--- config.mk ---
export PLATFORM = sky130hd
export DESIGN_NAME = vcp_top
export DESIGN_NICKNAME = d
export VERILOG_FILES = /design/src/inc/vcp_pkg.sv /design/src/hdl/vcp_top.sv /design/src/hdl/vcp_dither.sv /design/src/hdl/vcp_pwm.sv
export SDC_FILE = /design/constraint.sdc
export NUM_CORES = 2
export LEC_CHECK = 0
export BUFFER_PORTS_ARGS = -buffer_cell sky130_fd_sc_hd__buf_2
export CORE_AREA = 2 2 347 349
export DETAILED_ROUTE_END_ITERATION = 6
export DIE_AREA = 0 0 349 351
export PLACE_DENSITY_LB_ADDON = 0.2
export SLEW_MARGIN = 10
export SYNTH_ARGS = -nofsm -noshare
export SYNTH_HDL_FRONTEND = slang
export SYNTH_SLANG_ARGS = --single-unit
--- constraint.sdc ---
create_clock -name clk_sys -period 27.3 [get_ports clk_sys]
set_clock_uncertainty 0.1 [all_clocks]
set_input_delay 2.73 -clock clk_sys [delete_from_list [all_inputs] [get_ports clk_sys]]
set_output_delay 2.73 -clock clk_sys [all_outputs]
set_load 0.1 [all_outputs]
--- src/inc/vcp_pkg.sv ---
// constants and types shared by the valve current pwm control block
package vcp_pkg;
   localparam int CLK_PERIOD_NS       = 10;
   localparam int TICK_PERIOD_US      = 1000;
   localparam int TICK_CYC            = TICK_PERIOD_US * 1000 / CLK_PERIOD_NS;
   localparam int DITHER_MS_PER_CODE  = 16;
   localparam int DITHER_HALF_TICKS   = DITHER_MS_PER_CODE * 1000 / TICK_PERIOD_US / 2;
   localparam int PCT_SHIFT           = 15;
   localparam int KP_SHIFT            = 8;
   localparam int KI_SHIFT            = 12;
   localparam int PWM_CNT_W           = 10;
   localparam logic [9:0]  CUR_RAW_MAX   = 10'h25F;
   localparam logic [14:0] DUTY_MAX      = 15'h7FFF;
   localparam logic [11:0] OFS_CTRL      = 12'h000;
   localparam logic [11:0] OFS_CEIL      = 12'h004;
   localparam logic [11:0] OFS_FLOOR     = 12'h008;
   localparam logic [11:0] OFS_DPCT      = 12'h00C;
   localparam logic [11:0] OFS_DPER      = 12'h010;
   localparam logic [11:0] OFS_KP        = 12'h014;
   localparam logic [11:0] OFS_KI        = 12'h018;
   localparam logic [11:0] OFS_SDUTY     = 12'h01C;
   localparam logic [11:0] OFS_SLOWER    = 12'h020;
   localparam logic [11:0] OFS_STDUTY    = 12'h024;
   localparam logic [11:0] OFS_STSP      = 12'h028;
   localparam int CTRL_CL_BIT  = 0;
   localparam int CTRL_LS_BIT  = 1;
   localparam logic [1:0]  CTRL_RST      = 2'h0;
   localparam logic [9:0]  CEIL_RST      = 10'h000;
   localparam logic [9:0]  FLOOR_RST     = 10'h000;
   localparam logic [14:0] DPCT_RST      = 15'h0000;
   localparam logic [2:0]  DPER_RST      = 3'h1;
   localparam logic [13:0] KP_RST        = 14'h0052;
   localparam logic [14:0] KI_RST        = 15'h0147;
   typedef logic [14:0] vcp_duty_t;
endpackage : vcp_pkg

--- src/hdl/vcp_top.sv ---
// valve current pwm control: apb registers, source select, pi current loop
//
// Summary of operation
// - With closed loop selected the driver duty comes from the current regulator.
// - With closed loop deselected the driver duty is exactly the script duty value.
// - With lower source selected the lowering command is the throttle position.
// - With lower source deselected the lowering command is the script lower value.
// - The undithered setpoint never exceeds the ceiling current, which saturates at raw 607.
// - While the floor is at or below the ceiling, the undithered setpoint never falls below the floor current on the same raw scale.
// - Dither alternately adds and subtracts a percentage of the ceiling current.
// - The dither period is 16 ms times the period code 1 to 7.
// - The error is scaled by a proportional gain, raw 82 to 8192.
// - The error is integrated with an integral gain, raw 327 to 32767.
// - Limits, dither and gains act only while closed loop is selected.
//
// The register offsets and the APB register port were decided locally.
`timescale 1ns/10ps
`default_nettype none
module vcp_top #(
   parameter int TICK_CYC = vcp_pkg::TICK_CYC
) (
   input  wire logic               clk_sys,      // 100 MHz clock
   input  wire logic               rstn,         // async reset, active low
   input  wire logic               psel,         // apb select
   input  wire logic               penable,      // apb access phase
   input  wire logic               pwrite,       // apb write
   input  wire logic [11:0]        paddr,        // apb byte address
   input  wire logic [31:0]        pwdata,       // apb write data
   output logic                    pready,       // apb ready
   output logic      [31:0]        prdata,       // apb read data
   output logic                    pslverr,      // apb error, unmapped
   input  wire logic [14:0]        throttle_pos, // throttle position 0..32767
   input  wire logic [9:0]         coil_current, // measured coil current raw
   output logic                    valve_driver_channel, // driver pwm pin
   output logic      [14:0]        drive_duty    // duty now applied
);
   logic [1:0]              ctrl_r;
   logic [9:0]              coil_current_ceiling_r;
   logic [9:0]              coil_current_floor_r;
   logic [14:0]             dither_amplitude_pct_r;
   logic [2:0]              dither_period_code_r;
   logic [13:0]             proportional_gain_r;
   logic [14:0]             integral_gain_r;
   logic [14:0]             script_duty_r;
   logic [14:0]             script_lower_command_r;
   logic [16:0]             tick_cnt_r;
   logic                    tick_r;
   logic signed [19:0]      integ_r;
   logic [11:0]             sp_r;
   logic                    closed_loop_select;
   logic                    lower_source_select;
   logic                    wr_en;
   logic                    rd_en;
   logic [14:0]             lower_cmd;
   logic [9:0]              floor_eff;
   logic [9:0]              span;
   logic [24:0]             span_prod;
   logic [9:0]              base_sp;
   logic signed [11:0]      dith_off;
   logic signed [12:0]      dith_sum;
   logic [11:0]             sp_dith;
   logic signed [12:0]      err;
   logic signed [28:0]      p_prod;
   logic signed [28:0]      i_prod;
   logic signed [20:0]      p_term;
   logic signed [20:0]      i_inc;
   logic signed [21:0]      pi_sum;
   logic signed [21:0]      integ_nxt;
   logic                    sat_hi;
   logic                    sat_lo;
   logic [31:0]             rd_mux;
   logic                    rd_hit;

   // clamp a signed value to the legal duty range
   function automatic logic [14:0] sat15(input logic signed [21:0] v);
      if (v < 0) return 15'h0000;
      if (v > $signed({7'h00, vcp_pkg::DUTY_MAX})) return vcp_pkg::DUTY_MAX;
      return v[14:0];
   endfunction : sat15

   // current settings beyond 2.0 A, or with any upper bit set, saturate at the top raw value
   function automatic logic [9:0] sat_cur(input logic [31:0] v);
      if (v[31:10] != 22'h00_0000 || v[9:0] > vcp_pkg::CUR_RAW_MAX) return vcp_pkg::CUR_RAW_MAX;
      return v[9:0];
   endfunction : sat_cur

   assign closed_loop_select  = ctrl_r[vcp_pkg::CTRL_CL_BIT];
   assign lower_source_select = ctrl_r[vcp_pkg::CTRL_LS_BIT];

   // one wait state: pready rises the cycle after the access phase begins
   assign wr_en = psel && penable && pready && pwrite;
   assign rd_en = psel && penable && !pready;

   always_ff @(posedge clk_sys or negedge rstn) begin
      if (!rstn) begin
         pready  <= 1'b0;
         prdata  <= 32'h0000_0000;
         pslverr <= 1'b0;
      end else begin
         pready <= rd_en;
         if (rd_en) begin
            prdata  <= pwrite ? 32'h0000_0000 : rd_mux;
            pslverr <= !rd_hit;
         end
      end
   end

   always_comb begin
      rd_hit = 1'b1;
      case (paddr)
         vcp_pkg::OFS_CTRL:   rd_mux = {30'h0, ctrl_r};
         vcp_pkg::OFS_CEIL:   rd_mux = {22'h0, coil_current_ceiling_r};
         vcp_pkg::OFS_FLOOR:  rd_mux = {22'h0, coil_current_floor_r};
         vcp_pkg::OFS_DPCT:   rd_mux = {17'h0, dither_amplitude_pct_r};
         vcp_pkg::OFS_DPER:   rd_mux = {29'h0, dither_period_code_r};
         vcp_pkg::OFS_KP:     rd_mux = {18'h0, proportional_gain_r};
         vcp_pkg::OFS_KI:     rd_mux = {17'h0, integral_gain_r};
         vcp_pkg::OFS_SDUTY:  rd_mux = {17'h0, script_duty_r};
         vcp_pkg::OFS_SLOWER: rd_mux = {17'h0, script_lower_command_r};
         vcp_pkg::OFS_STDUTY: rd_mux = {17'h0, drive_duty};
         vcp_pkg::OFS_STSP:   rd_mux = {20'h0, sp_r};
         default: begin
            rd_mux = 32'h0000_0000;
            rd_hit = 1'b0;
         end
      endcase
   end

   always_ff @(posedge clk_sys or negedge rstn) begin
      if (!rstn) begin
         ctrl_r                 <= vcp_pkg::CTRL_RST;
         coil_current_ceiling_r <= vcp_pkg::CEIL_RST;
         coil_current_floor_r   <= vcp_pkg::FLOOR_RST;
         dither_amplitude_pct_r <= vcp_pkg::DPCT_RST;
         dither_period_code_r   <= vcp_pkg::DPER_RST;
         proportional_gain_r    <= vcp_pkg::KP_RST;
         integral_gain_r        <= vcp_pkg::KI_RST;
         script_duty_r          <= 15'h0000;
         script_lower_command_r <= 15'h0000;
      end else if (wr_en) begin
         case (paddr)
            vcp_pkg::OFS_CTRL:   ctrl_r <= pwdata[1:0];
            vcp_pkg::OFS_CEIL:   coil_current_ceiling_r <= sat_cur(pwdata);
            vcp_pkg::OFS_FLOOR:  coil_current_floor_r <= sat_cur(pwdata);
            vcp_pkg::OFS_DPCT:   dither_amplitude_pct_r <= pwdata[14:0];
            vcp_pkg::OFS_DPER:   dither_period_code_r <= pwdata[2:0];
            vcp_pkg::OFS_KP:     proportional_gain_r <= pwdata[13:0];
            vcp_pkg::OFS_KI:     integral_gain_r <= pwdata[14:0];
            vcp_pkg::OFS_SDUTY:  script_duty_r <= pwdata[14:0];
            vcp_pkg::OFS_SLOWER: script_lower_command_r <= pwdata[14:0];
            default: ;
         endcase
      end
   end

   always_ff @(posedge clk_sys or negedge rstn) begin
      if (!rstn) begin
         tick_cnt_r <= '0;
         tick_r     <= 1'b0;
      end else begin
         tick_r <= (tick_cnt_r == 17'(TICK_CYC - 1));
         if (tick_cnt_r == 17'(TICK_CYC - 1)) tick_cnt_r <= '0;
         else tick_cnt_r <= tick_cnt_r + 17'h0_0001;
      end
   end

   vcp_dither u_dither (
      .clk_sys (clk_sys),
      .rstn    (rstn),
      .tick    (tick_r),
      .run     (closed_loop_select),
      .code    (dither_period_code_r),
      .ceil    (coil_current_ceiling_r),
      .pct     (dither_amplitude_pct_r),
      .offset  (dith_off)
   );

   always_comb begin
      lower_cmd = lower_source_select ? throttle_pos : script_lower_command_r;
      // a floor above the ceiling is pulled down so the ceiling still holds
      floor_eff = (coil_current_floor_r > coil_current_ceiling_r) ?
                  coil_current_ceiling_r : coil_current_floor_r;
      span      = coil_current_ceiling_r - floor_eff;
      span_prod = span * lower_cmd;
      base_sp   = floor_eff + span_prod[24:vcp_pkg::PCT_SHIFT];
      dith_sum  = $signed({3'b000, base_sp}) + 13'(dith_off);
      sp_dith   = (dith_sum < 0) ? 12'h000 : dith_sum[11:0];
      err       = $signed({1'b0, sp_dith}) - $signed({3'b000, coil_current});
      p_prod    = err * $signed({1'b0, proportional_gain_r});
      i_prod    = err * $signed({1'b0, integral_gain_r});
      p_term    = 21'(p_prod >>> vcp_pkg::KP_SHIFT);
      i_inc     = 21'(i_prod >>> vcp_pkg::KI_SHIFT);
      pi_sum    = 22'(p_term) + 22'(integ_r);
      sat_hi    = pi_sum > $signed({7'h00, vcp_pkg::DUTY_MAX});
      sat_lo    = pi_sum < 0;
      integ_nxt = 22'(integ_r) + 22'(i_inc);
   end

   // integrator and setpoint advance on the control tick only
   always_ff @(posedge clk_sys or negedge rstn) begin
      if (!rstn) begin
         integ_r <= '0;
         sp_r    <= '0;
      end else if (!closed_loop_select) begin
         integ_r <= '0;
         sp_r    <= '0;
      end else if (tick_r) begin
         sp_r <= sp_dith;
         // freeze the integrator while the output is pinned in the error's direction
         if (!((sat_hi && err > 0) || (sat_lo && err < 0))) begin
            if (integ_nxt > $signed({7'h00, vcp_pkg::DUTY_MAX}))
               integ_r <= 20'($signed({7'h00, vcp_pkg::DUTY_MAX}));
            else if (integ_nxt < -$signed({7'h00, vcp_pkg::DUTY_MAX}))
               integ_r <= 20'(-$signed({7'h00, vcp_pkg::DUTY_MAX}));
            else
               integ_r <= 20'(integ_nxt);
         end
      end
   end

   always_ff @(posedge clk_sys or negedge rstn) begin
      if (!rstn) begin
         drive_duty <= 15'h0000;
      end else if (!closed_loop_select) begin
         drive_duty <= script_duty_r;
      end else if (tick_r) begin
         drive_duty <= sat15(pi_sum);
      end
   end

   vcp_pwm u_pwm (
      .clk_sys (clk_sys),
      .rstn    (rstn),
      .duty    (drive_duty),
      .pwm     (valve_driver_channel)
   );
endmodule : vcp_top
`default_nettype wire

--- src/hdl/vcp_dither.sv ---
// square add/subtract dither offset generator on the control tick
`timescale 1ns/10ps
`default_nettype none
module vcp_dither (
   input  wire logic               clk_sys,   // system clock
   input  wire logic               rstn,      // async reset, active low
   input  wire logic               tick,      // control tick enable
   input  wire logic               run,       // closed loop active
   input  wire logic [2:0]         code,      // dither period code
   input  wire logic [9:0]         ceil,      // ceiling current
   input  wire logic [14:0]        pct,       // dither amplitude fraction
   output logic signed [11:0]      offset     // signed setpoint offset
);
   logic [5:0]  half_last;
   logic [5:0]  cnt_r;
   logic        phase_r;
   logic [24:0] prod;
   logic [9:0]  amp;

   // code 0 is outside the documented range; treat it as the shortest period
   always_comb begin
      half_last = 6'((code == 3'h0 ? 3'h1 : code) * vcp_pkg::DITHER_HALF_TICKS - 1);
      prod      = ceil * pct;
      amp       = prod[24:vcp_pkg::PCT_SHIFT];
      offset    = phase_r ? -$signed({2'b00, amp}) : $signed({2'b00, amp});
   end

   always_ff @(posedge clk_sys or negedge rstn) begin
      if (!rstn) begin
         cnt_r   <= '0;
         phase_r <= 1'b0;
      end else if (!run) begin
         cnt_r   <= '0;
         phase_r <= 1'b0;
      end else if (tick) begin
         if (cnt_r >= half_last) begin
            cnt_r   <= '0;
            phase_r <= ~phase_r;
         end else begin
            cnt_r <= cnt_r + 6'h01;
         end
      end
   end
endmodule : vcp_dither
`default_nettype wire

--- src/hdl/vcp_pwm.sv ---
// pwm pin generator from a 15-bit duty
`timescale 1ns/10ps
`default_nettype none
module vcp_pwm (
   input  wire logic               clk_sys,   // system clock
   input  wire logic               rstn,      // async reset, active low
   input  wire logic [14:0]        duty,      // duty 0 to full scale
   output logic                    pwm        // registered pwm level
);
   logic [vcp_pkg::PWM_CNT_W-1:0] cnt_r;

   always_ff @(posedge clk_sys or negedge rstn) begin
      if (!rstn) begin
         cnt_r <= '0;
         pwm   <= 1'b0;
      end else begin
         cnt_r <= cnt_r + 10'h001;
         // full scale duty keeps the pin high without a single low cycle
         pwm   <= (duty == vcp_pkg::DUTY_MAX) || (cnt_r < duty[14:15-vcp_pkg::PWM_CNT_W]);
      end
   end
endmodule : vcp_pwm
`default_nettype wire

* Word-level counts from Yosys, hierarchy flattened *
Index checks and enable logic that the tools add are counted.

cells by class
  bitwise logic cells = 1
  add/subtract/negate cells = 11
  multiply operators = 4
  shift operators = 0
  magnitude comparators = 11
  equality and inequality tests = 15
  reductions and logical operators = 26
  multiplexer cells = 43
  div/mod/pow operators = 0

operators with widths
  kind                                                                    number
  15-bit one-hot mux with 11 select lines                                 1
  15-bit 2-to-1 mux                                                       7
  20-bit 2-to-1 mux                                                       5
  10-bit by 15-bit multiplier with 25-bit output                          2
  12-bit by 5-bit equality test with 1-bit output, second input constant  4
  12-bit 2-to-1 mux                                                       4
  21-bit by 16-bit > comparator with 1-bit output, second input constant  2
  10-bit 2-to-1 mux                                                       4
  12-bit by 6-bit equality test with 1-bit output, second input constant  3
  32-bit 2-to-1 mux                                                       1
  13-bit by 16-bit multiplier with 29-bit output                          1
  13-bit by 15-bit multiplier with 28-bit output                          1
  13-bit by 1-bit < comparator with 1-bit output, second input constant   2
  12-bit by 4-bit equality test with 1-bit output, second input constant  2
  2-bit AND reduction                                                     11
  22-bit nonzero test                                                     1
  20-bit by 17-bit adder with 21-bit output                               1
  20-bit by 20-bit adder with 21-bit output                               1
  21-bit by 1-bit < comparator with 1-bit output, second input constant   1
  21-bit by 16-bit < comparator with 1-bit output, second input constant  1
  6-bit 2-to-1 mux                                                        3
  17-bit by 1-bit adder with 17-bit output, second input constant         1
  17-bit equality test, second input constant                             1
  17-bit 2-to-1 mux                                                       1
  26 further kinds                                                        50

word-level totals
  ROM bits = 0
  memories = 0
  bits in registers = 216
  bits of input ports = 74
  word-level logic and storage cells = 132
  memory bits (writable) = 0
  latch bits = 0

* Longest topological paths before layout *
  depth in word-level cells = 22
  mapped depth = 100
  depth with buffers taken out = 92

* Modules after synthesis *
Synthesis repeated with hierarchy kept, for this count alone.

unflattened totals
  cells, all modules = 3988
  area total of the unflattened synthesis = 35640.4 um^2

by module, submodules not included
  module      times used  cells an instance  sequential area each (um^2)  area an instance (um^2)
  vcp_top     1           3292               4540.6                       29583.4
  vcp_dither  1           628                175.2                        5381.4
  vcp_pwm     1           68                 275.3                        675.6

* Least setup slack after synthesis *
Ideal clock, no wire load.

  path kind = register -> register
  start point = register coil_current_ceiling_r[8]
  end point = register integ_r[2]
  stages on the path, launching flop included = 94
  arrival time = 21.351 ns
  slack = 5.770 ns
  library setup time = 0.079 ns
  data required time = 27.121 ns
  cells stage by stage = dfrtp_1 clkbuf_1 buf_1 inv_1 ha_1 nand4_1 nor3_1 a221oi_1 a22oi_2 o21ai_0 ha_1 maj3_1 o32ai_1 a21oi_1 o221ai_1 a31oi_1 o21bai_1 xor2_1 (+58 left out) o31ai_1 o41ai_1 o2111ai_1 a21oi_1 xnor2_1 ha_1 o21ai_0 nand2b_1 a21oi_1 nor2_1 a211oi_1 nand3_1 nor4b_1 o41ai_1 clkbuf_1 o31ai_1 nand2_1 mux2i_1

between the ends
  word-level cells in the longest chain between the ends = 17
  elaborated cells on any way between the ends = 32
  classes of those cells = add/sub (7); mul (4); order compare (8); eq/ne (1); mux (8); reduce/logical (4)

ends and longest elaborated chain
  what                                              line            source
  start, declared                                   vcp_top.sv:38   logic [9:0] coil_current_ceiling_r;
  start signal, assigned                            vcp_top.sv:132  coil_current_ceiling_r <= vcp_pkg::CEIL_RST;
  start signal, assigned                            vcp_top.sv:143  vcp_pkg::OFS_CEIL: coil_current_ceiling_r <= sat_cur(pwdata);
  10-bit > comparator                               vcp_top.sv:181  floor_eff = (coil_current_floor_r > coil_current_ceiling_r) ?
  10-bit 2-to-1 mux                                 vcp_top.sv:181
  10-bit subtractor                                 vcp_top.sv:183  span = coil_current_ceiling_r - floor_eff;
  10-bit by 15-bit multiplier with 25-bit output    vcp_top.sv:184  span_prod = span * lower_cmd;
  10-bit adder                                      vcp_top.sv:185  base_sp = floor_eff + span_prod[24:vcp_pkg::PCT_SHIFT];
  11-bit by 12-bit adder with 13-bit output *       vcp_top.sv:186  dith_sum = $signed({3'b000, base_sp}) + 13'(dith_off);
  13-bit by 1-bit < comparator with 1-bit output    vcp_top.sv:187  sp_dith = (dith_sum < 0) ? 12'h000 : dith_sum[11:0];
  12-bit 2-to-1 mux *                               vcp_top.sv:187
  12-bit by 10-bit subtractor with 13-bit output *  vcp_top.sv:188  err = $signed({1'b0, sp_dith}) - $signed({3'b000, coil_current});
  13-bit by 16-bit multiplier with 29-bit output    vcp_top.sv:190  i_prod = err * $signed({1'b0, integral_gain_r});
  20-bit by 17-bit adder with 21-bit output         vcp_top.sv:196  integ_nxt = 22'(integ_r) + 22'(i_inc);
  21-bit by 16-bit < comparator with 1-bit output   vcp_top.sv:213  else if (integ_nxt < -$signed({7'h00, vcp_pkg::DUTY_MAX}))
  20-bit 2-to-1 mux                                 vcp_top.sv:213
  20-bit 2-to-1 mux                                 vcp_top.sv:211  if (integ_nxt > $signed({7'h00, vcp_pkg::DUTY_MAX}))
  20-bit 2-to-1 mux                                 vcp_top.sv:210  if (!((sat_hi && err > 0) || (sat_lo && err < 0))) begin
  20-bit 2-to-1 mux                                 vcp_top.sv:207  end else if (tick_r) begin
  20-bit 2-to-1 mux                                 vcp_top.sv:204  end else if (!closed_loop_select) begin
  end signal, assigned                              vcp_top.sv:212  integ_r <= 20'($signed({7'h00, vcp_pkg::DUTY_MAX}));
  end signal, assigned                              vcp_top.sv:214  integ_r <= 20'(-$signed({7'h00, vcp_pkg::DUTY_MAX}));
  end signal, assigned                              vcp_top.sv:216  integ_r <= 20'(integ_nxt);
  end, declared                                     vcp_top.sv:48   logic signed [19:0] integ_r;

Mark *: on every way between the ends. The rest lies on a longest branch, timed or not. The select of a mux whose other input is x is not followed.
A chain may end at the register's enable or synchronous reset.

* Final worst setup path *
  start point = register coil_current_ceiling_r[3]
  end point = register integ_r[1]

Same word-level chain as after synthesis.

==> results_dict.tcl <==
set metrics [dict create \
    run_status "finished clean" \
    final_nets 4948 \
    setup-tns-final_ns 0 \
    synth_top_area_frac 0.270 \
    wirelength_um 111000 \
    die_w_um 349 \
    yosysTopAreaCell "fa_1" \
    holdBufCountCts 0 \
    end_kind "flip-flop" \
    cpMaxStageDelayCell "dfrtp_1" \
    grt_max_degree 73 \
    fmax_mhz 40.5 \
    setup_viol 0 \
    clk_pin_slew_ns 0.09 \
    setup.worst_path.end "integ_r[1]$_DFFE_PN0P_" \
    placement.io_buffers 106 \
    yosys.cell_count.top_type "inv_1" \
    post-place-ws_ns 2.85 \
    post-route-min-period_ns 24.67 \
    fin_crit_sh 0.904 \
    vdd_drop_max_mv 0.0476 \
    place_congestion 0.892 \
    drc 0 \
    numCtsBuffers 17 \
    reg2regPathDepth 90 \
    num_io_pins 124 \
    postSynthAreaPerCell_um2 8.90 \
    fin_cells 5552 \
    cts_resized 0 \
    row_count 127 \
    start_util 0.298 \
    ys_ff_latch 199 \
    yosysWarningCount 0 \
    rsz0062_at_grt "false" \
    r2r-end "integ_r[1]$_DFFE_PN0P_" \
    dp.cells 5516 \
    synth_enable_flop_cells 0 \
    startpoint_type "flip-flop" \
    p_leak_nw 18.8 \
    synthesis.area_um2 35500 \
    crit_type "reg -> reg" \
    netlist_instances 3985 \
    fp.dieH_um 351 \
    synthToLayoutAreaGrowth_pct 8.10 \
    grt_antenna_before_repair 15 \
    ys_types 97 \
    cp_common_cell "fa_1" \
    slew_headroom 0.155 \
    drive_gt1_frac 0.0885 \
    route.met2.wl_um 48300 \
    h-tree-depth 4 \
    rrSetupSlack_ns 2.63 \
    async_flop_share 1.00 \
    vias 27679 \
    holdWs_ns 0.376 \
    wl_met3_um 7530 \
    dr.pass1.iters 7 \
    path_max_fanout 21 \
    wl_per_cell_um 20.1 \
    top_layer "met5" \
    critPathArrivalTime_ns 25.01 \
    synth_common_cells "inv_1, nand2_1, fa_1" \
    hold_viol_final 0 \
    finalWorstSetupSlack_ns 2.63 \
    slowest_delay_ns 0.91 \
    die_area_um2 122000 \
    maxSlewViolCount 0 \
    dp.final_hpwl_um 91200 \
    grt_pass1_vias 28133 \
    fillers 12501 \
    synth_area_leaders "fa_1, ha_1, dfrtp_1, inv_1, nand2_1" \
    post_cts_buffers 0 \
    track_usage 0.186 \
    antenna_left 0 \
    min_path_type "reg -> reg" \
    core_um2 119000 \
    cap_violations 0 \
    ys_seq_area_frac 0.141 \
    grt_overflow 0 \
    worst_slew_pin_slew_ns 1.26 \
    p_per_area_nw_per_um2 18.0 \
    wl_met1_um 54000 \
    drtIter0Drc 2046 \
    cts.sinks 199 \
    clk_path_buf_depth 2 \
    critical_path_required_ns 27.64 \
    synth_flop_cell "dfrtp_1" \
    vias_per_cell 4.99 \
    tritoncts "done" \
    clk_latency_ns 0.52 \
    reg2reg_from "coil_current_ceiling_r[3]$_DFFE_PN0P_" \
    cts_root_buf "clkbuf_16" \
    startpoint "coil_current_ceiling_r[3]$_DFFE_PN0P_" \
    grt_pass1_wl_um 174000 \
]
==> cells in the final DEF (no fill, tap or decap), types with 16 or more instances in the layout <==
master,n
nand2_1,498
and2_1,165
or2_2,17
buf_2,105
and3_1,23
a222oi_1,32
o21ai_0,97
o21a_1,34
clkbuf_16,17
nand4_1,21
xor2_1,42
nor2_1,243
a21oi_1,95
a31oi_1,29
a21boi_0,17
nand3_1,57
mux2i_1,42
a21o_1,56
or3_1,16
conb_1,17
nand2b_1,77
ha_1,408
dfrtp_1,188
inv_1,612
nor3_1,42
nor2b_1,54
buf_4,49
xnor2_1,91
fa_1,479
mux2_2,97
==> stage by stage <==
stage	util	total power, mW	cell area (um2)
after global placement	0.317	0.412	37700
final	0.322	0.690	38400
after global routing	0.322	0.717	38300
after floorplan	-	0.365	35500
after detailed placement	0.317	0.411	37700
after CTS	0.322	0.699	38300
==> cell type report <==
cell class / count / area, um2 / share of cell area
clock inverter: 15 / 225 / 0.00587
inverter: 612 / 2300 / 0.0599
antenna: 4 / 10.0 / 0.000261
timing repair buffer: 155 / 908 / 0.0237
sequential: 199 / 4990 / 0.130
multi-input combinational: 3002 / 27600 / 0.718
clock buffer: 17 / 425 / 0.0111
tap: 1548 / 1940 / 0.0505
==> critical path: cells and delay by family (launching register included) <==
family / cells / cell delay [ns]
DFF: 1 / 0.91
adders and majority gates: 21 / 8.99
xor gates and xnor gates: 5 / 1.65
buffers and inverters: 11 / 1.15
muxes: 1 / 0.15
and+or+nand+nor: 21 / 3.38
AOI/OAI and AO/OA: 31 / 8.24
==> worst min-delay path by stage <==
stage / cells past startpoint / from / to / slack, ns
global route: 1 / tick_cnt_r[4]$_DFF_PN0_ / tick_cnt_r[4]$_DFF_PN0_ / 0.38
floorplan: 1 / tick_cnt_r[4]$_DFF_PN0_ / tick_cnt_r[4]$_DFF_PN0_ / 0.35
global placement: 1 / prdata[10]$_DFFE_PN0P_ / prdata[10]$_DFFE_PN0P_ / 0.36
CTS: 1 / tick_cnt_r[4]$_DFF_PN0_ / tick_cnt_r[4]$_DFF_PN0_ / 0.38
finish: 1 / tick_cnt_r[4]$_DFF_PN0_ / tick_cnt_r[4]$_DFF_PN0_ / 0.38
detailed placement: 1 / tick_cnt_r[4]$_DFF_PN0_ / tick_cnt_r[4]$_DFF_PN0_ / 0.36
==> state kept, by name, summed over array words and instances, names as in the netlist <==
register and cells:
u_pwm.pwm 1, dither_period_code_r 3, coil_current_floor_r 10, sp_r 12
script_lower_command_r 15, proportional_gain_r 14, pready 1, script_duty_r 15
ctrl_r 2, tick_cnt_r 17, u_pwm.cnt_r 10, u_dither.phase_r 1
pslverr 1, integ_r 20, u_dither.cnt_r 6, prdata 15
coil_current_ceiling_r 10, tick_r 1, drive_duty 15, dither_amplitude_pct_r 15
integral_gain_r 15
==> where the power goes <==
part / internal, mW / leakage, nW / total, mW / switching (mW)
Combinational: 0.0301 / 15.7 / 0.111 / 0.0805
Sequential: 0.295 / 2.71 / 0.295 / 0.000277
Clock: 0.129 / 0.309 / 0.284 / 0.155
==> per-layer routing <==
| layer | global-route usage | vias to the layer above |
|---|---|---|
| met5 | 0 | - |
| li1 | - | 12990 |
| met1 | 0.274 | 13874 |
| met3 | 0.0354 | 86 |
| met4 | 0.0311 | 6 |
| met2 | 0.286 | 723 |
==> cells by family (layout without fill, tap and decap cells) <==
| logic type | after synthesis | count (layout) | synth area share |
|---|---|---|---|
| and+or+nand+nor | 1280 | 1280 | 0.172 |
| muxes | 139 | 139 | 0.0426 |
| AOI/OAI and AO/OA | 535 | 535 | 0.107 |
| other | 1 | 21 | 0.000106 |
| DFF | 199 | 199 | 0.141 |
| xor gates and xnor gates | 140 | 140 | 0.0346 |
| adders and majority gates | 891 | 891 | 0.415 |
| buffers and inverters | 800 | 799 | 0.0875 |
No activity file was read; power rests on OpenSTA's default activity.
